`src/uart_pin_pkg.sv`:
```
// Package of constants and carrier types for the dual UART pin control block
package uart_pin_pkg;

    // ----------------------------------------
    // Field positions and reset values
    // ----------------------------------------
    localparam int         PORT_BIT_POS   = 3;
    localparam logic [7:0] MCR_RESET      = 8'h00;
    localparam logic       STYLE_STROBES  = 1'b1;
    localparam logic       STYLE_DIR_CS   = 1'b0;
    localparam logic [1:0] SYNC_RESET     = 2'b11;
    localparam int         RTS_BIT_POS    = 1; // Default spot, not fixed by the pin rules
    localparam int         DTR_BIT_POS    = 0; // Default spot, not fixed by the pin rules
    localparam logic       PIN_HIGH       = 1'h1;
    localparam logic       PIN_LOW        = 1'h0;
    localparam logic [3:0] STATUS_IDLE    = 4'hF;

    // ----------------------------------------
    // Types
    // ----------------------------------------
    typedef enum logic [1:0] {
        BUS_STROBES = 2'b01,
        BUS_DIR_CS  = 2'b10
    } bus_style_t;

    // Modem status inputs of one channel, active low, synchronised
    typedef struct packed {
        logic clear_send_n;
        logic set_ready_n;
        logic carrier_n;
        logic ring_n;
    } modem_in_t;

    // Host write strobes after the bus style decode
    typedef struct packed {
        logic       wr;
        logic       chan_b;
        logic [7:0] data;
    } host_wr_t;

    // All inputs from outside the clock domain, one word per stage
    typedef struct packed {
        logic       style;
        logic       rst_pin;
        logic       cs_n;
        logic       wr_n;
        logic       rw;
        logic       chan_b;
        logic       rx;
        modem_in_t  modem;
        logic [7:0] data;
    } pin_sync_t;

    // Pin state that one control register sets
    typedef struct packed {
        logic port_n;
        logic irq_oe;
    } chan_pin_t;

    // Idle bus and idle lines while reset is held
    localparam pin_sync_t PIN_SYNC_RESET = '{style: 1'h1, rst_pin: 1'h0, cs_n: 1'h1,
                                             wr_n: 1'h1, rw: 1'h1, chan_b: 1'h0,
                                             rx: 1'h1, modem: 4'hF, data: 8'h00};
    localparam chan_pin_t CHAN_PIN_RESET = '{port_n: 1'h1, irq_oe: 1'h0};

endpackage : uart_pin_pkg

```
`src/dual_uart_modem_pin_control.sv`:
```
// Modem pin control for channel B and port pin control for both channels of a dual UART
//
// What this block does
// - Port bit one: irq driven, port pin low
// - Port bit zero: irq tristated, port pin high
// - Style select high: separate read/write strobes
// - Style select low: direction plus chip select
// - Status inputs never affect UART operation
// - RTS/DTR active low, usable as outputs
// - CTS active low, usable as input
// - Reset polarity follows the style select
`timescale 1ns/1ps
module dual_uart_modem_pin_control (
    input  wire logic       CLOCK,
    input  wire logic       SYS_RST,
    input  wire logic       BUS_STYLE,
    input  wire logic       DEV_RESET_PIN,
    input  wire logic       CS_N,
    input  wire logic       CHAN_SEL,
    input  wire logic       WR_STROBE_N,
    input  wire logic       RW_DIR,
    input  wire logic [7:0] WR_DATA,
    input  wire logic       CHA_IRQ_REQ,
    input  wire logic       CHB_IRQ_REQ,
    input  wire logic       CHB_SERIAL_TX,
    input  wire logic       CHB_SERIAL_IN,
    input  wire logic       CHB_CLEAR_SEND_N,
    input  wire logic       CHB_SET_READY_N,
    input  wire logic       CHB_CARRIER_N,
    input  wire logic       CHB_RING_N,
    output logic            CHB_SERIAL_OUT,
    output logic            CHB_SERIAL_RX,
    output logic            CHB_REQUEST_SEND_N,
    output logic            CHB_TERMINAL_READY_N,
    output logic [3:0]      CHB_MODEM_STATUS,
    output logic            CHA_IRQ_OUT,
    output logic            CHA_IRQ_OE,
    output logic            CHB_IRQ_OUT,
    output logic            CHB_IRQ_OE,
    output logic            CHA_PORT_OUT_N,
    output logic            CHB_PORT_OUT_N,
    output logic            DEV_RESET
);

    // ----------------------------------------
    // Input synchronisers
    // ----------------------------------------
    uart_pin_pkg::pin_sync_t    sync1_d;
    uart_pin_pkg::pin_sync_t    sync1_q;
    uart_pin_pkg::pin_sync_t    sync2_d;
    uart_pin_pkg::pin_sync_t    sync2_q;

    // Raw pin word; the second stage only ever reads the first
    always_comb begin
        sync1_d.style   = BUS_STYLE;
        sync1_d.rst_pin = DEV_RESET_PIN;
        sync1_d.cs_n    = CS_N;
        sync1_d.wr_n    = WR_STROBE_N;
        sync1_d.rw      = RW_DIR;
        sync1_d.chan_b  = CHAN_SEL;
        sync1_d.rx      = CHB_SERIAL_IN;
        sync1_d.modem   = {CHB_CLEAR_SEND_N, CHB_SET_READY_N, CHB_CARRIER_N, CHB_RING_N};
        sync1_d.data    = WR_DATA;
        sync2_d         = sync1_q;
    end

    // Two flops on every pin from outside the clock domain
    always_ff @(posedge CLOCK or posedge SYS_RST) begin
        if (SYS_RST) begin
            sync1_q <= uart_pin_pkg::PIN_SYNC_RESET;
            sync2_q <= uart_pin_pkg::PIN_SYNC_RESET;
        end else begin
            sync1_q <= sync1_d;
            sync2_q <= sync2_d;
        end
    end

    // ----------------------------------------
    // Host bus style decode and reset sense
    // ----------------------------------------
    uart_pin_pkg::bus_style_t   bus_style;
    uart_pin_pkg::host_wr_t     host_wr;
    logic                       wr_level;
    logic                       wr_start;
    logic                       wr_seen_d;
    logic                       wr_seen_q;
    logic                       wr_pend_d;
    logic                       wr_pend_q;
    logic                       dev_reset_d;
    logic                       dev_reset_q;

    // Write seen once per strobe; data taken one cycle later
    // Waiting a cycle lets every data bit settle past its synchroniser,
    // since the host holds the data word for the whole strobe
    always_comb begin
        if (sync2_q.style == uart_pin_pkg::STYLE_STROBES)
            bus_style = uart_pin_pkg::BUS_STROBES;
        else
            bus_style = uart_pin_pkg::BUS_DIR_CS;
        case (bus_style)
            uart_pin_pkg::BUS_STROBES: begin
                wr_level = !sync2_q.cs_n && !sync2_q.wr_n;
            end
            uart_pin_pkg::BUS_DIR_CS: begin
                wr_level = !sync2_q.cs_n && !sync2_q.rw;
            end
            default: begin
                wr_level = 1'h0;
            end
        endcase
        wr_start       = wr_level && !wr_seen_q;
        wr_seen_d      = wr_level;
        wr_pend_d      = wr_start;
        host_wr.wr     = wr_pend_q;
        host_wr.chan_b = sync2_q.chan_b;
        host_wr.data   = sync2_q.data;
        if (bus_style == uart_pin_pkg::BUS_STROBES)
            dev_reset_d = sync2_q.rst_pin;
        else
            dev_reset_d = !sync2_q.rst_pin;
    end

    // Edge memory starts low, matching the idle strobe: no false write
    always_ff @(posedge CLOCK or posedge SYS_RST) begin
        if (SYS_RST) begin
            wr_seen_q   <= uart_pin_pkg::PIN_LOW;
            wr_pend_q   <= uart_pin_pkg::PIN_LOW;
            dev_reset_q <= uart_pin_pkg::PIN_LOW;
        end else begin
            wr_seen_q   <= wr_seen_d;
            wr_pend_q   <= wr_pend_d;
            dev_reset_q <= dev_reset_d;
        end
    end

    // ----------------------------------------
    // Modem control registers, one per channel
    // ----------------------------------------
    logic [7:0]                 mcr_a_d;
    logic [7:0]                 mcr_a_q;
    logic [7:0]                 mcr_b_d;
    logic [7:0]                 mcr_b_q;

    // Device reset wins over a write in the same cycle
    always_comb begin
        mcr_a_d = mcr_a_q;
        mcr_b_d = mcr_b_q;
        if (dev_reset_q) begin
            mcr_a_d = uart_pin_pkg::MCR_RESET;
            mcr_b_d = uart_pin_pkg::MCR_RESET;
        end else if (host_wr.wr) begin
            if (host_wr.chan_b)
                mcr_b_d = host_wr.data;
            else
                mcr_a_d = host_wr.data;
        end
    end

    // Register the control words
    always_ff @(posedge CLOCK or posedge SYS_RST) begin
        if (SYS_RST) begin
            mcr_a_q <= uart_pin_pkg::MCR_RESET;
            mcr_b_q <= uart_pin_pkg::MCR_RESET;
        end else begin
            mcr_a_q <= mcr_a_d;
            mcr_b_q <= mcr_b_d;
        end
    end

    // ----------------------------------------
    // Pin outputs
    // ----------------------------------------
    uart_pin_pkg::chan_pin_t    pins_a_d;
    uart_pin_pkg::chan_pin_t    pins_a_q;
    uart_pin_pkg::chan_pin_t    pins_b_d;
    uart_pin_pkg::chan_pin_t    pins_b_q;
    uart_pin_pkg::modem_in_t    status_d;
    uart_pin_pkg::modem_in_t    status_q;
    logic                       irq_a_d;
    logic                       irq_a_q;
    logic                       irq_b_d;
    logic                       irq_b_q;
    logic                       tx_d;
    logic                       tx_q;
    logic                       rx_d;
    logic                       rx_q;
    logic                       rts_n_d;
    logic                       rts_n_q;
    logic                       dtr_n_d;
    logic                       dtr_n_q;

    // Port pin and interrupt enable both follow one control bit
    function automatic uart_pin_pkg::chan_pin_t chan_pins(input logic [7:0] ctrl);
        chan_pins.port_n = !ctrl[uart_pin_pkg::PORT_BIT_POS];
        chan_pins.irq_oe = ctrl[uart_pin_pkg::PORT_BIT_POS];
    endfunction : chan_pins

    // Outputs built from next values so pins move with the registers
    always_comb begin
        pins_a_d = chan_pins(mcr_a_d);
        pins_b_d = chan_pins(mcr_b_d);
        irq_a_d  = CHA_IRQ_REQ;
        irq_b_d  = CHB_IRQ_REQ;
        rx_d     = sync2_q.rx;
        status_d = sync2_q.modem;
        rts_n_d  = !mcr_b_d[uart_pin_pkg::RTS_BIT_POS];
        dtr_n_d  = !mcr_b_d[uart_pin_pkg::DTR_BIT_POS];
        if (dev_reset_d)
            tx_d = uart_pin_pkg::PIN_HIGH;
        else
            tx_d = CHB_SERIAL_TX;
    end

    // Status lines only reach the status port, never the line logic
    always_ff @(posedge CLOCK or posedge SYS_RST) begin
        if (SYS_RST) begin
            pins_a_q <= uart_pin_pkg::CHAN_PIN_RESET;
            pins_b_q <= uart_pin_pkg::CHAN_PIN_RESET;
            irq_a_q  <= uart_pin_pkg::PIN_LOW;
            irq_b_q  <= uart_pin_pkg::PIN_LOW;
            tx_q     <= uart_pin_pkg::PIN_HIGH;
            rx_q     <= uart_pin_pkg::PIN_HIGH;
            status_q <= uart_pin_pkg::STATUS_IDLE;
            rts_n_q  <= uart_pin_pkg::PIN_HIGH;
            dtr_n_q  <= uart_pin_pkg::PIN_HIGH;
        end else begin
            pins_a_q <= pins_a_d;
            pins_b_q <= pins_b_d;
            irq_a_q  <= irq_a_d;
            irq_b_q  <= irq_b_d;
            tx_q     <= tx_d;
            rx_q     <= rx_d;
            status_q <= status_d;
            rts_n_q  <= rts_n_d;
            dtr_n_q  <= dtr_n_d;
        end
    end

    // Drive the ports from the flops
    assign CHA_PORT_OUT_N       = pins_a_q.port_n;
    assign CHA_IRQ_OE           = pins_a_q.irq_oe;
    assign CHB_PORT_OUT_N       = pins_b_q.port_n;
    assign CHB_IRQ_OE           = pins_b_q.irq_oe;
    assign CHA_IRQ_OUT          = irq_a_q;
    assign CHB_IRQ_OUT          = irq_b_q;
    assign CHB_SERIAL_OUT       = tx_q;
    assign CHB_SERIAL_RX        = rx_q;
    assign CHB_MODEM_STATUS     = status_q;
    assign CHB_REQUEST_SEND_N   = rts_n_q;
    assign CHB_TERMINAL_READY_N = dtr_n_q;
    assign DEV_RESET            = dev_reset_q;

    // ----------------------------------------
    // Assertions
    // ----------------------------------------
    property p_port_set;
        @(posedge CLOCK) disable iff (SYS_RST)
        (host_wr.wr && !host_wr.chan_b && !dev_reset_q
            && host_wr.data[uart_pin_pkg::PORT_BIT_POS]) |=> (!CHA_PORT_OUT_N && CHA_IRQ_OE);
    endproperty
    a_port_set: assert property (p_port_set)
        else $error("port bit set but pin or enable wrong");

    property p_port_clr;
        @(posedge CLOCK) disable iff (SYS_RST)
        (host_wr.wr && !host_wr.chan_b && !dev_reset_q
            && !host_wr.data[uart_pin_pkg::PORT_BIT_POS]) |=> (CHA_PORT_OUT_N && !CHA_IRQ_OE);
    endproperty
    a_port_clr: assert property (p_port_clr)
        else $error("port bit clear but pin or enable wrong");

    property p_strobe_style;
        @(posedge CLOCK) disable iff (SYS_RST)
        (bus_style == uart_pin_pkg::BUS_STROBES && sync2_q.wr_n) |-> !wr_start;
    endproperty
    a_strobe_style: assert property (p_strobe_style)
        else $error("write taken without write strobe");

    property p_dir_style;
        @(posedge CLOCK) disable iff (SYS_RST)
        (bus_style == uart_pin_pkg::BUS_DIR_CS && sync2_q.rw) |-> !wr_start;
    endproperty
    a_dir_style: assert property (p_dir_style)
        else $error("write taken while direction reads");

    property p_rts_dtr;
        @(posedge CLOCK) disable iff (SYS_RST)
        (CHB_REQUEST_SEND_N == !mcr_b_q[uart_pin_pkg::RTS_BIT_POS])
            && (CHB_TERMINAL_READY_N == !mcr_b_q[uart_pin_pkg::DTR_BIT_POS]);
    endproperty
    a_rts_dtr: assert property (p_rts_dtr)
        else $error("modem outputs not active low");

    property p_reset_pol;
        @(posedge CLOCK) disable iff (SYS_RST)
        1'h1 |=> (DEV_RESET == ($past(sync2_q.style) ? $past(sync2_q.rst_pin)
                                                     : !$past(sync2_q.rst_pin)));
    endproperty
    a_reset_pol: assert property (p_reset_pol)
        else $error("reset sense does not follow bus style");

    property p_chan_indep;
        @(posedge CLOCK) disable iff (SYS_RST)
        (host_wr.wr && !host_wr.chan_b && !dev_reset_q)
            |=> ($stable(CHB_PORT_OUT_N) && $stable(CHB_IRQ_OE));
    endproperty
    a_chan_indep: assert property (p_chan_indep)
        else $error("write to one channel moved the other");

    property p_tx_idle;
        @(posedge CLOCK) disable iff (SYS_RST)
        DEV_RESET |-> CHB_SERIAL_OUT;
    endproperty
    a_tx_idle: assert property (p_tx_idle)
        else $error("transmit line not idle in reset");

    // Main scenarios seen
    c_write_a: cover property (@(posedge CLOCK) host_wr.wr && !host_wr.chan_b);
    c_write_b: cover property (@(posedge CLOCK) host_wr.wr && host_wr.chan_b);
    c_dir_write: cover property (@(posedge CLOCK)
        host_wr.wr && bus_style == uart_pin_pkg::BUS_DIR_CS);
    c_dev_reset: cover property (@(posedge CLOCK) $rose(DEV_RESET));

endmodule : dual_uart_modem_pin_control

```
`config.mk`:
```
export PLATFORM = sky130hd
export DESIGN_NAME = dual_uart_modem_pin_control
export DESIGN_NICKNAME = d
export VERILOG_FILES = /design/src/uart_pin_pkg.sv /design/src/dual_uart_modem_pin_control.sv
export SDC_FILE = /design/constraint.sdc
export NUM_CORES = 1
export LEC_CHECK = 0
export BUFFER_PORTS_ARGS = -buffer_cell sky130_fd_sc_hd__buf_4
export CORE_ASPECT_RATIO = 1.4
export CORE_MARGIN = 5
export CORE_UTILIZATION = 25
export DETAILED_ROUTE_END_ITERATION = 8
export GPL_TIMING_DRIVEN = 0
export PLACE_DENSITY = 0.52
export SYNTH_ARGS = -nofsm -noshare
export SYNTH_HDL_FRONTEND = slang
export SYNTH_SLANG_ARGS = --single-unit
```
`constraint.sdc`:
```
create_clock -name CLOCK -period 3.1 [get_ports CLOCK]
set_input_delay 0.155 -clock CLOCK [delete_from_list [all_inputs] [get_ports CLOCK]]
set_output_delay 0.155 -clock CLOCK [all_outputs]
set_load 0.03 [all_outputs]
```
Word level (Yosys, flattened, before mapping)
Index checks and enable logic that the tools add are counted.

storage, ports and cells
  bits in registers = 50
  bits of input ports = 24

operators by class
  equality and inequality tests = 2
  mux-type cells = 10
  reduce and logical (&&, ||, !) cells = 12

operator list
  cell                number
  $mux 4              6
  $logic_not 1->1     9
  $logic_and 1x1->1   3
  $eq 2x1->1 const B  1
  $eq 2x2->1 const B  1
  $mux 1              2
  $mux 2              1
  $pmux 1 s2          1

Longest topological paths before layout
Gate-level depths: netlist of the first run.

  word-level depth = 4
  mapped depth = 2
  depth with buffers taken out = 2

Least setup slack after synthesis of the first run
Ideal clock, no wire load.

  kind = flip-flop to flip-flop
  start point = register dev_reset_q, in the netlist DEV_RESET
  end point = register pins_a_q (netlist bit CHA_IRQ_OE)
  clock period less this slack = 1.103 ns
  cell stages (with the launch flop) = 3
  required time = 2.972 ns
  arrival = 0.975 ns
  buffers on the path = 0
  path slack = 1.997 ns
  cells stage by stage = dfrtp_1 -> nor2b_1 -> mux2_1

on the way
  word-level cells in the longest chain between the ends = 1

RTL lines
  what                      line                                text
  start: declaration        dual_uart_modem_pin_control.sv:90   logic dev_reset_q;
  start signal: assignment  dual_uart_modem_pin_control.sv:128  dev_reset_q <= uart_pin_pkg::PIN_LOW;
  start signal: assignment  dual_uart_modem_pin_control.sv:132  dev_reset_q <= dev_reset_d;
  $mux 4                    dual_uart_modem_pin_control.sv:148  if (dev_reset_q) begin
  via mcr_a_d[3]            dual_uart_modem_pin_control.sv:139  logic [7:0] mcr_a_d;
  end signal: assignment    dual_uart_modem_pin_control.sv:217  pins_a_q <= uart_pin_pkg::CHAN_PIN_RESET;
  end signal: assignment    dual_uart_modem_pin_control.sv:227  pins_a_q <= pins_a_d;
  end: declaration          dual_uart_modem_pin_control.sv:174  uart_pin_pkg::chan_pin_t pins_a_q;

The timed path passes the listed nets, and every way through them passes these cells.

Worst setup path after layout of the first run
  start point = register rx_q, in the netlist CHB_SERIAL_RX
  end point = output port CHB_SERIAL_RX

RTL lines
  what                      line                                text
  start: declaration        dual_uart_modem_pin_control.sv:186  logic rx_q;
  start signal: assignment  dual_uart_modem_pin_control.sv:222  rx_q <= uart_pin_pkg::PIN_HIGH;
  start signal: assignment  dual_uart_modem_pin_control.sv:232  rx_q <= rx_d;
  end: declaration          dual_uart_modem_pin_control.sv:32   output logic CHB_SERIAL_RX,

No word-level cell between the ends.

==> results of run 1 <==
sequential cells by signal, indices dropped and copies added (netlist names), 3 cells and up:
register / cells
CHB_MODEM_STATUS: 4
host_wr: 4
mcr_b_q: 3
status_d: 4
sync1_q: 14
sync2_q: 5
layer usage:
metal | vias to the layer above | share of wire (%)
met4 | 0 | 0.46
met3 | 2 | 7.4
met2 | 26 | 53
met5 | - | 0
li1 | 337 | -
met1 | 366 | 40
cell families (layout without fill, tap and decap cells):
family                 Yosys count  after routing  synth area share [%]
buffers and inverters            2             59                 0.541
flip-flops                      47             47                  87.2
XOR/XNOR                         1              1                 0.631
AO/OA/AOI/OAI                    4              4                  2.16
multiplexers                     5              5                  4.14
AND/OR/NAND/NOR                 10             10                  5.32
final cells by class:
| class | count | area, µm² |
|---|---|---|
| Timing Repair Buffer | 49 | 408 |
| Sequential cell | 47 | 1210 |
| Clock inverter | 2 | 12.5 |
| Tap cell | 68 | 85.1 |
| Inverter | 2 | 7.51 |
| Fill cell | 554 | 3480 |
| Clock buffer | 6 | 72.6 |
| Multi-Input combinational cell | 20 | 170 |
cells in the mapped netlist (2+ instances only):
library cell | instances | area (µm²)
a31o_1 | 2 | 17.5
a31oi_1 | 2 | 12.5
and4b_1 | 2 | 20.0
dfrtp_1 | 19 | 475
dfstp_2 | 28 | 736
inv_1 | 2 | 7.51
mux2i_1 | 2 | 20.0
nor2b_1 | 3 | 18.8
how the worst min path moves through the flow:
stage | depth (start not counted) | endpoint | from
5_1_grt | 2 | CHB_SERIAL_OUT$_DFF_PP1_ | CHB_SERIAL_TX
3_3_place_gp | 1 | sync1_q[15]$_DFF_PP1_ | WR_STROBE_N
6_report | 2 | mcr_b_q[3]$_DFF_PP0_ | SYS_RST
3_5_place_dp | 1 | sync1_q[8]$_DFF_PP1_ | CHB_RING_N
4_1_cts | 2 | CHB_SERIAL_OUT$_DFF_PP1_ | CHB_SERIAL_TX
2_1_floorplan | 0 | sync1_q[10]$_DFF_PP1_ | CHB_SET_READY_N
report_power, final:
group          switching (mW)  internal [mW]  total (mW)
clock                   0.184          0.157       0.342
sequential             0.0136          0.658       0.672
combinational          0.0494         0.0484      0.0977
timing repair:
item | CTS | global route
endpoints found under the hold margin | 16 | 0
hold buffers | 16 | 0
setup buffers | 0 | 0
per-stage QoR:
stage / instance area (µm²) / hold WS, ns / instances / worst slack, ns
2_1_floorplan: 1390 / 0.159 / 69 / 1.88
3_3_place_gp: 1720 / 0.263 / 170 / 1.44
3_5_place_dp: 1720 / 0.264 / 170 / 2.04
4_1_cts: 1970 / 0.0420 / 194 / 1.96
5_1_grt: 1970 / 0.0533 / 194 / 1.92
6_report: 1970 / 0.0557 / 194 / 1.98
==> Implementation_results.wiki, run 1 <==
{| class="wikitable"
! Metric !! Value
|-
| Routing layer with the top usage in global route || met2
|-
| Number of global-route vias before repair || 809
|-
| Final Setup Violations || 0
|-
| Class of the tightest hold or removal check || primary input to asynchronous set/reset pin
|-
| Power density normalized to cell area || 565 nW/µm²
|-
| Final core area utilization || 36.1%
|-
| Critical path launch point || CHB_SERIAL_RX$_DFF_PP1_
|-
| Length of the first detailed-routing pass in iterations || 4
|-
| CP max stage delay || roughly 0.53 ns
|-
| Port Buffers || 33
|-
| Net count, final || 149
|-
| Proportion of register bits with asynchronous set or reset after synthesis || 100%
|-
| Area of the placeable core || 5450 µm²
|-
| Final wirelength || ~2200 µm
|-
| Final GP Congestion || between 0.6 and 0.7
|-
| Critical R2R Launch || sync2_q[18]$_DFF_PP1_
|-
| EDFF count, synth || 0
|-
| Top Family by Delay on Critical Path || flip-flops
|-
| Type of the worst setup path || flip-flop to output pin
|-
| Global routing usage on met3 || 3.09%
|-
| Leading cell types in the layout, fill and taps excluded || 33 x buf_4, 28 x dfstp_2, 19 x dfrtp_1
|-
| DRC violation count after routing || 0
|-
| CP max-delay cell || dfstp_2
|-
| Total design power || 1.11 mW
|-
| Number of CTS-inserted buffers || 5
|-
| Seq cells post-synth || 47
|-
| Worst IR Drop VDD || 340 µV
|-
| Cell count of the worst reg-to-reg path || 2
|-
| First-pass GRT wire length || approximately 3700 µm
|-
| TritonCTS sink count || 47
|-
| Synthesized netlist net count || 93
|-
| Pin count of the biggest net entering global routing || 48
|-
| Slew headroom || between 40 and 50%
|-
| Total buffers and inverters traversed by the critical path || 1
|-
| Boundary Pins || 39
|-
| Data required time of the worst path || around 3 ns
|-
| Stages on worst setup path || 1
|-
| Aggregate global-route resource usage || under 10%
|-
| Post-detail-place hpwl || between 1000 and 1500 µm
|-
| Final TNS setup || 0 ns
|-
| Crit-path max FO || 1
|-
| Pins over their slew limit || 0
|-
| Met2 Use GR || 10.5%
|-
| Most common library cell in the layout ignoring fill and taps || buf_4
|-
| Number of buffers on the longest clock path || 2
|-
| Skew final || between 0.002 and 0.0025 ns
|-
| Count of vias placed by the detailed router || between 700 and 800
|-
| # Max-Cap Violations || 0
|-
| Average wire length per cell after detail routing || 11.2 µm
|-
| Worst reg-to-reg setup slack || roughly 2 ns
|-
| Hold Violations, Final || 0
|-
| Pin slew with the least headroom to its limit || 0.890 ns
|-
| Total die area || between 7000 and 8000 µm²
|-
| YS warnings || 0
|-
| Quantity of gates resized following cts || 0
|-
| Unrepaired setup endpoints after global routing || no
|-
| Critical Path Source Type || flip-flop
|-
| Post-synthesis cell count || roughly 70
|-
| Share of post-route cells with drive strength above 1 || about three fifths
|-
| Initial antenna violation count || 0
|-
| Minimum period implied by the final worst setup slack || roughly 1.1 ns
|-
| Share of synthesized area occupied by flip-flops and latches || 87.2%
|-
| GRT overflow || 0
|-
| Vias per inst || between 3 and 4
|-
| Number of antenna diodes || 0
|-
| Flip-flop cell with the highest count after synthesis || dfstp_2
|-
| Chain of cells forming the critical path || buf_4
|-
| Clk Tree Root Cell || clkbuf_8
|-
| Standby leakage power || approximately 0.87 nW
|-
| Clk slew on worst S/H paths || approximately 0.080 ns
|-
| H-tree lvl count || 2
|-
| CTS tree || done
|-
| Grt met1 use || approximately 8.0%
|-
| Post-synthesis instance area || ~1400 µm²
|-
| Iter 0 DRT Violations || 25
|-
| Initial Utilization || ~26%
|-
| CP endpoint || CHB_SERIAL_RX
|-
| Avg Inst Size Synth || just over 20 µm²
|-
| Count of standard-cell rows || 32
|-
| Area overhead of the layout relative to synthesis || 41.6%
|-
| Endpoint of the most critical register-to-register path || wr_pend_q$_DFF_PP0_
|-
| Count of unique library cells instantiated by Yosys || 17
|-
| Result of the run || finished clean
|-
| Die X || between 70 and 80 µm
|-
| Final period util || between 30% and 40%
|-
| Achievable frequency || between 800 and 900 MHz
|-
| Post-detailed-route count of antenna-violating nets || 0
|-
| Arrival @ worst endpoint || approximately 0.96 ns
|-
| Latest clock arrival within the worst-skew pair || 0.28 ns
|-
| Crit path capture type || output pin
|-
| Floorplan die height || between 90 and 100 µm
|}
(Power assumes the default switching activity.)
==> run 2, diff against run 1 <==
clock period = 1.1 ns   (was 3.1 ns; I/O delays follow)
==> run 2 against run 1 <==
Compared with the run above:
- the flow now finishes with violations (hold timing)
- routed wire length up 1.5%
- die area unchanged
- global-route usage up 0.47 points
- count of clock-buffer cells in the layout up 2
- combinational power rose to 2.9 times the previous value
- sequential share of layout area down 0.86 points
- register-to-register slack worse by 2.0 ns
- utilization up 0.55 points
- via count up 1.5%
- clock power rose to 3.2 times the previous value
- largest power group unchanged
==> Implementation_results.wiki, run 2 (synthesized netlist as in run 1, its figures left out) <==
{| class="wikitable"
! Metric !! Value
|-
| Net count, final || 150
|-
| Combined area of the multi-input logic cells || between 150 and 200 µm²
|-
| Type of the worst setup path || flip-flop to flip-flop
|-
| Number of CTS-inserted buffers || 5
|-
| Violations in the final reports || hold timing
|-
| Data required time of the worst path || 1.28 ns
|-
| Final wirelength || approximately 2200 µm
|-
| CP max stage delay || about 0.43 ns
|-
| FF/Latch Area || approximately 1200 µm²
|-
| Share of post-route cells with drive strength above 1 || about three fifths
|-
| Final core area utilization || 36.7%
|-
| Setup slack of the critical path after layout || 0.0521 ns
|-
| Iter 0 DRT Violations || 10
|-
| Minimum setup slack after placement || between 0.04 and 0.05 ns
|-
| Total design power || 3.26 mW
|-
| Class of the tightest hold or removal check || primary input to asynchronous set/reset pin
|-
| Worst reg-to-reg setup slack || ~0.052 ns
|-
| Initial antenna violation count || 0
|-
| Number of antenna diodes || 0
|-
| Stages on worst setup path || 2
|-
| Floorplan die height || between 90 and 100 µm
|-
| Part of the power in combinational logic || approximately 8.6%
|-
| # Max-Cap Violations || 0
|-
| Final Setup Violations || 0
|-
| Pin count of the biggest net entering global routing || 48
|-
| Port Buffers || 33
|-
| Critical Path Source Type || flip-flop
|-
| Cell area after layout || roughly 2000 µm²
|-
| Latest clock arrival within the worst-skew pair || 0.29 ns
|-
| Cell count of the worst reg-to-reg path || 2
|-
| P_sw || slightly below 0.7 mW
|-
| Length of the first detailed-routing pass in iterations || 2
|-
| Count of vias placed by the detailed router || ~740
|-
| Part of the power in registers || a little under 60%
|-
| Largest register FFs || 14
|-
| Chain of cells forming the critical path || nor2b_2 > mux2_1
|-
| Crit path capture type || flip-flop
|-
| Unrepaired setup endpoints after global routing || no
|-
| GRT overflow || 0
|-
| Pins over their slew limit || 0
|-
| Cell count after placement || between 150 and 200
|-
| Worst IR Drop VDD || 884 µV
|-
| Most common library cell in the layout ignoring fill and taps || buf_4
|-
| Die X || around 73 µm
|-
| Fraction of power spent switching nets || between 20% and 30%
|-
| TritonCTS sink count || 47
|-
| Crit-path max FO || 4
|-
| Critical path launch point || host_wr[8]$_DFF_PP0_
|-
| Initial Utilization || between 20% and 30%
|-
| Setup Buffers After CTS || 0
|-
| CTS tree || done
|-
| Minimum period implied by the final worst setup slack || 1.05 ns
|-
| Slew headroom || between 30% and 40%
|-
| Aggregate global-route resource usage || a little over 7%
|-
| Number of buffers on the longest clock path || 2
|-
| Cell Count, Final, Fillers Out || about 200
|-
| Result of the run || finished with violations
|-
| Most flops, register || sync1_q
|-
| Final GP Congestion || 0.626
|-
| Total die area || between 7000 and 8000 µm²
|-
| H-tree lvl count || 2
|-
| Area after DPL || 1730 µm²
|-
| First-pass GRT wire length || 3970 µm
|-
| Skew final || a little over 0.008 ns
|-
| Total buffers and inverters traversed by the critical path || 0
|-
| Achievable frequency || approximately 950 MHz
|-
| Internal power consumption || between 2 and 3 mW
|-
| Hold Violations, Final || 19
|-
| Clock network power share || about 33%
|-
| Leading cell types in the layout, fill and taps excluded || 33 x buf_4, 28 x dfstp_2, 18 x dfrtp_1
|-
| Arrival @ worst endpoint || ~1.2 ns
|-
| Area of the placeable core || about 5400 µm²
|-
| Count of standard-cell rows || 32
|-
| Clk Tree Root Cell || clkbuf_8
|-
| Average wire length per cell after detail routing || around 11 µm
|-
| Endpoint of the most critical register-to-register path || CHA_IRQ_OE$_DFF_PP0_
|-
| Final TNS setup || 0 ns
|-
| CP endpoint || CHA_IRQ_OE$_DFF_PP0_
|-
| Top Family by Delay on Critical Path || flip-flops
|-
| DRC violation count after routing || 0
|-
| Standby leakage power || 0.879 nW
|-
| Largest registers in the final layout || sync1_q x14, sync2_q x5
|-
| Vias per inst || 3.81
|-
| Smallest hold slack || -0.0365 ns
|-
| Pin slew with the least headroom to its limit || just over 0.9 ns
|-
| Post-detailed-route count of antenna-violating nets || 0
|-
| Boundary Pins || 39
|-
| Area overhead of the layout relative to synthesis || 43.8%
|-
| Final period util || between 90% and 100%
|-
| Number of global-route vias before repair || ~890
|-
| Critical R2R Launch || host_wr[8]$_DFF_PP0_
|-
| Clk slew on worst S/H paths || about 0.08 ns
|-
| CP max-delay cell || dfrtp_1
|-
| Power density normalized to cell area || about 1600 nW/µm²
|-
| Layout filler cell count || 564
|}
-- run 2: cell types whose count changed in the layout (fill, tap and decap cells not counted), sizes merged --
cell / previous run / this run
clkbuf: 6 / 8
clkinv: 1 / 0
dlygate4sd3: 16 / 17
inv: 2 / 1
-- run 2: power groups by stage --
| stage | Clock [mW] | Sequential (mW) | Combinational, mW |
|---|---|---|---|
| after global routing | 1.21 | 1.91 | 0.307 |
| after floorplan | 0 | 1.98 | 0.0645 |
| after detailed placement | 0 | 1.93 | 0.236 |
| after CTS | 1.15 | 1.90 | 0.284 |
| final | 1.09 | 1.89 | 0.279 |
| after global placement | 0 | 1.92 | 0.229 |
-- run 2: worst min-delay path by stage --
| stage | to | slack [ns] |
|---|---|---|
| after floorplan | sync1_q[10]$_DFF_PP1_ | 0.06 |
| after global placement | sync1_q[16]$_DFF_PP1_ | 0.16 |
| after detailed placement | sync1_q[9]$_DFF_PP1_ | 0.16 |
| after CTS | host_wr[1]$_DFF_PP0_ | -0.02 |
| after global routing | sync1_q[13]$_DFF_PP0_ | 0.04 |
| final | wr_pend_q$_DFF_PP0_ | -0.04 |
-- run 2: area by class of cell --
class / instances / area share, %
Sequential cell: 47 / 60.7
Timing Repair Buffer: 50 / 20.9
Multi-Input combinational cell: 20 / 8.52
Clock buffer: 8 / 5.01
Tap cell: 68 / 4.26
Inverter: 2 / 0.564
-- run 2: what timing repair did --
| item | CTS | global route |
|---|---|---|
| endpoints found under the setup margin | 0 | 0 |
| gates resized for setup | 0 | 0 |
| hold endpoints to repair | 36 | 0 |
| hold buffers | 17 | 0 |
-- run 2: per-layer routing --
metal  track usage (%)  share of wire (%)  vias up
li1                  -                  -      340
met1              7.44                 31      374
met3              2.37                6.4        5
met2              12.7                 60       23
met4              3.41                2.1        0
met5                 0                  0        -
==> run 3, diff against run 2 <==
CELL_PAD_IN_SITES_DETAIL_PLACEMENT = 1   (was unset)
CELL_PAD_IN_SITES_GLOBAL_PLACEMENT = 1   (was unset)
PLACE_DENSITY = 0.59   (was 0.52)
==> run 3 against run 2 <==
Compared with the run above:
- the run still ends with hold timing left
- count of clock-buffer cells in the layout shrank 2
- routed wire length is 2.0% higher
- final area increased by 1.6%
- worst hold slack gained 0.00089 ns
- final cell count stayed put
- sequential share of layout area is 0.97 points lower
- critical path type unchanged
- first-iteration DRC count fell by 10%
- clock skew shrank 0.0057 ns
- sequential power is essentially flat
- maximum frequency fell by 1.4%
- setup slack worse by 0.015 ns
- non-clock buffer count unchanged
==> Implementation_results.wiki, run 3 (synthesized netlist as in run 1, its figures left out) <==
{| class="wikitable"
! Metric !! Value
|-
| Crit-path max FO || 2
|-
| Pin count of the biggest net entering global routing || 48
|-
| Most common library cell in the layout ignoring fill and taps || buf_4
|-
| Latest clock arrival within the worst-skew pair || approximately 0.28 ns
|-
| Final GP Congestion || ~0.62
|-
| Skew final || between 0.002 and 0.003 ns
|-
| Quantity of gates resized following cts || 0
|-
| Total of hold buffers inserted after clock tree synthesis || 17
|-
| Most flops, register || sync1_q
|-
| Count of standard-cell rows || 32
|-
| Data required time of the worst path || ~1.3 ns
|-
| Final Setup Violations || 0
|-
| Number of antenna diodes || 0
|-
| Slew headroom || 38.2%
|-
| Unrepaired setup endpoints after global routing || no
|-
| Clk slew on worst S/H paths || 0.08 ns
|-
| Final period util || about 97%
|-
| Share of post-route cells with drive strength above 1 || between 50% and 60%
|-
| Violations in the final reports || hold timing
|-
| Area of the placeable core || between 5000 and 6000 µm²
|-
| Crit path capture type || flip-flop
|-
| DRC violation count after routing || 0
|-
| Minimum setup slack after placement || ~0.040 ns
|-
| Critical Path Source Type || flip-flop
|-
| Hold Violations, Final || 19
|-
| Length of the first detailed-routing pass in iterations || 2
|-
| Net count, final || 150
|-
| Aggregate global-route resource usage || under 10%
|-
| Result of the run || finished with violations
|-
| Type of the worst setup path || flip-flop to flip-flop
|-
| Final TNS setup || 0 ns
|-
| Count of vias placed by the detailed router || 746
|-
| Class of the tightest hold or removal check || primary input to asynchronous set/reset pin
|-
| Number of CTS-inserted buffers || 5
|-
| Number of buffers on the longest clock path || 2
|-
| H-tree lvl count || 2
|-
| Initial antenna violation count || 0
|-
| Smallest hold slack || -0.0356 ns
|-
| Standby leakage power || roughly 0.89 nW
|-
| Arrival @ worst endpoint || about 1.3 ns
|-
| Iter 0 DRT Violations || 9
|-
| CTS tree || done
|-
| Total die area || between 7000 and 8000 µm²
|-
| Area overhead of the layout relative to synthesis || 46.1%
|-
| Number of global-route vias before repair || between 800 and 900
|-
| Leading cell types in the layout, fill and taps excluded || 33 x buf_4, 28 x dfstp_2, 18 x dfrtp_1
|-
| Initial Utilization || around 26%
|-
| Post-detailed-route count of antenna-violating nets || 0
|-
| Setup slack of the critical path after layout || between 0.03 and 0.04 ns
|-
| GRT overflow || 0
|-
| First-pass GRT wire length || between 3000 and 4000 µm
|-
| Pins over their slew limit || 0
|-
| Largest registers in the final layout || sync1_q x14, sync2_q x5
|-
| Final wirelength || roughly 2300 µm
|-
| Largest register FFs || 14
|-
| Average wire length per cell after detail routing || between 10 and 15 µm
|-
| Setup Buffers After CTS || 0
|-
| Clk Tree Root Cell || clkbuf_8
|-
| Floorplan die height || between 90 and 100 µm
|-
| Worst IR Drop VDD || 1020 µV
|-
| Boundary Pins || 39
|-
| Die X || ~73 µm
|-
| Achievable frequency || roughly 940 MHz
|-
| Vias per inst || 3.83
|-
| Pin slew with the least headroom to its limit || slightly above 0.9 ns
|-
| Minimum period implied by the final worst setup slack || ~1.1 ns
|-
| # Max-Cap Violations || 0
|-
| Port Buffers || 33
|-
| Post-detail-place hpwl || ~1500 µm
|-
| Power density normalized to cell area || ~1800 nW/µm²
|-
| TritonCTS sink count || 47
|}
## run 3: cell count changes in the layout (fill, tap and decap cells not counted)
cell	change
bufinv_16	+2
clkbuf_8	-2
## run 3: cell type report
type	count	area, µm²
clock inverter	2	60.1
fill	591	3420
sequential	47	1210
multi-input combinational	20	170
inverter	2	11.3
clock buffer	6	72.6
tap	68	85.1
timing repair buffer	50	418
## run 3: power breakdown
group          switching [mW]  internal, mW  total (mW)
sequential             0.0387          1.86        1.89
combinational           0.140         0.139       0.279
clock                   0.522         0.907        1.43
## run 3: per-stage QoR
stage / total power, mW / std cells / area [µm²] / util (%)
final: 3.60 / 195 / 2030 / 37.3
after CTS: 3.68 / 195 / 2030 / 37.3
after floorplan: 2.04 / 69 / 1390 / -
after global routing: 3.78 / 195 / 2030 / 37.3
after detailed placement: 2.16 / 170 / 1730 / 31.7
after global placement: 2.15 / 170 / 1730 / 31.7
## run 3: path summary, 6_finish.rpt
path	startpoint	to	slack (ns)	cells past startpoint
hold reg to reg	sync1_q[13]$_DFF_PP0_	host_wr[8]$_DFF_PP0_	0.35	0
min in group CLOCK	sync1_q[13]$_DFF_PP0_	host_wr[8]$_DFF_PP0_	0.35	0
setup / recovery	sync2_q[18]$_DFF_PP1_	wr_pend_q$_DFF_PP0_	0.04	2
hold / removal	SYS_RST	host_wr[1]$_DFF_PP0_	-0.04	2
setup reg to reg	sync2_q[18]$_DFF_PP1_	wr_pend_q$_DFF_PP0_	0.04	2
max in group asynchronous	SYS_RST	DEV_RESET$_DFF_PP0_	0.59	2
## run 3: per-layer routing
metal,global-route usage [%],share of wire (%),vias up
li1,-,-,337
met2,11.7,56,24
met1,7.38,36,383
met4,4.26,0.66,0
met3,2.16,7.1,2
met5,0,0,-
## run 3: worst max-delay path: stages (launching register included)
cell	delay [ns]
dfstp_2	0.55
mux2_2	0.35
nor3_2	0.09
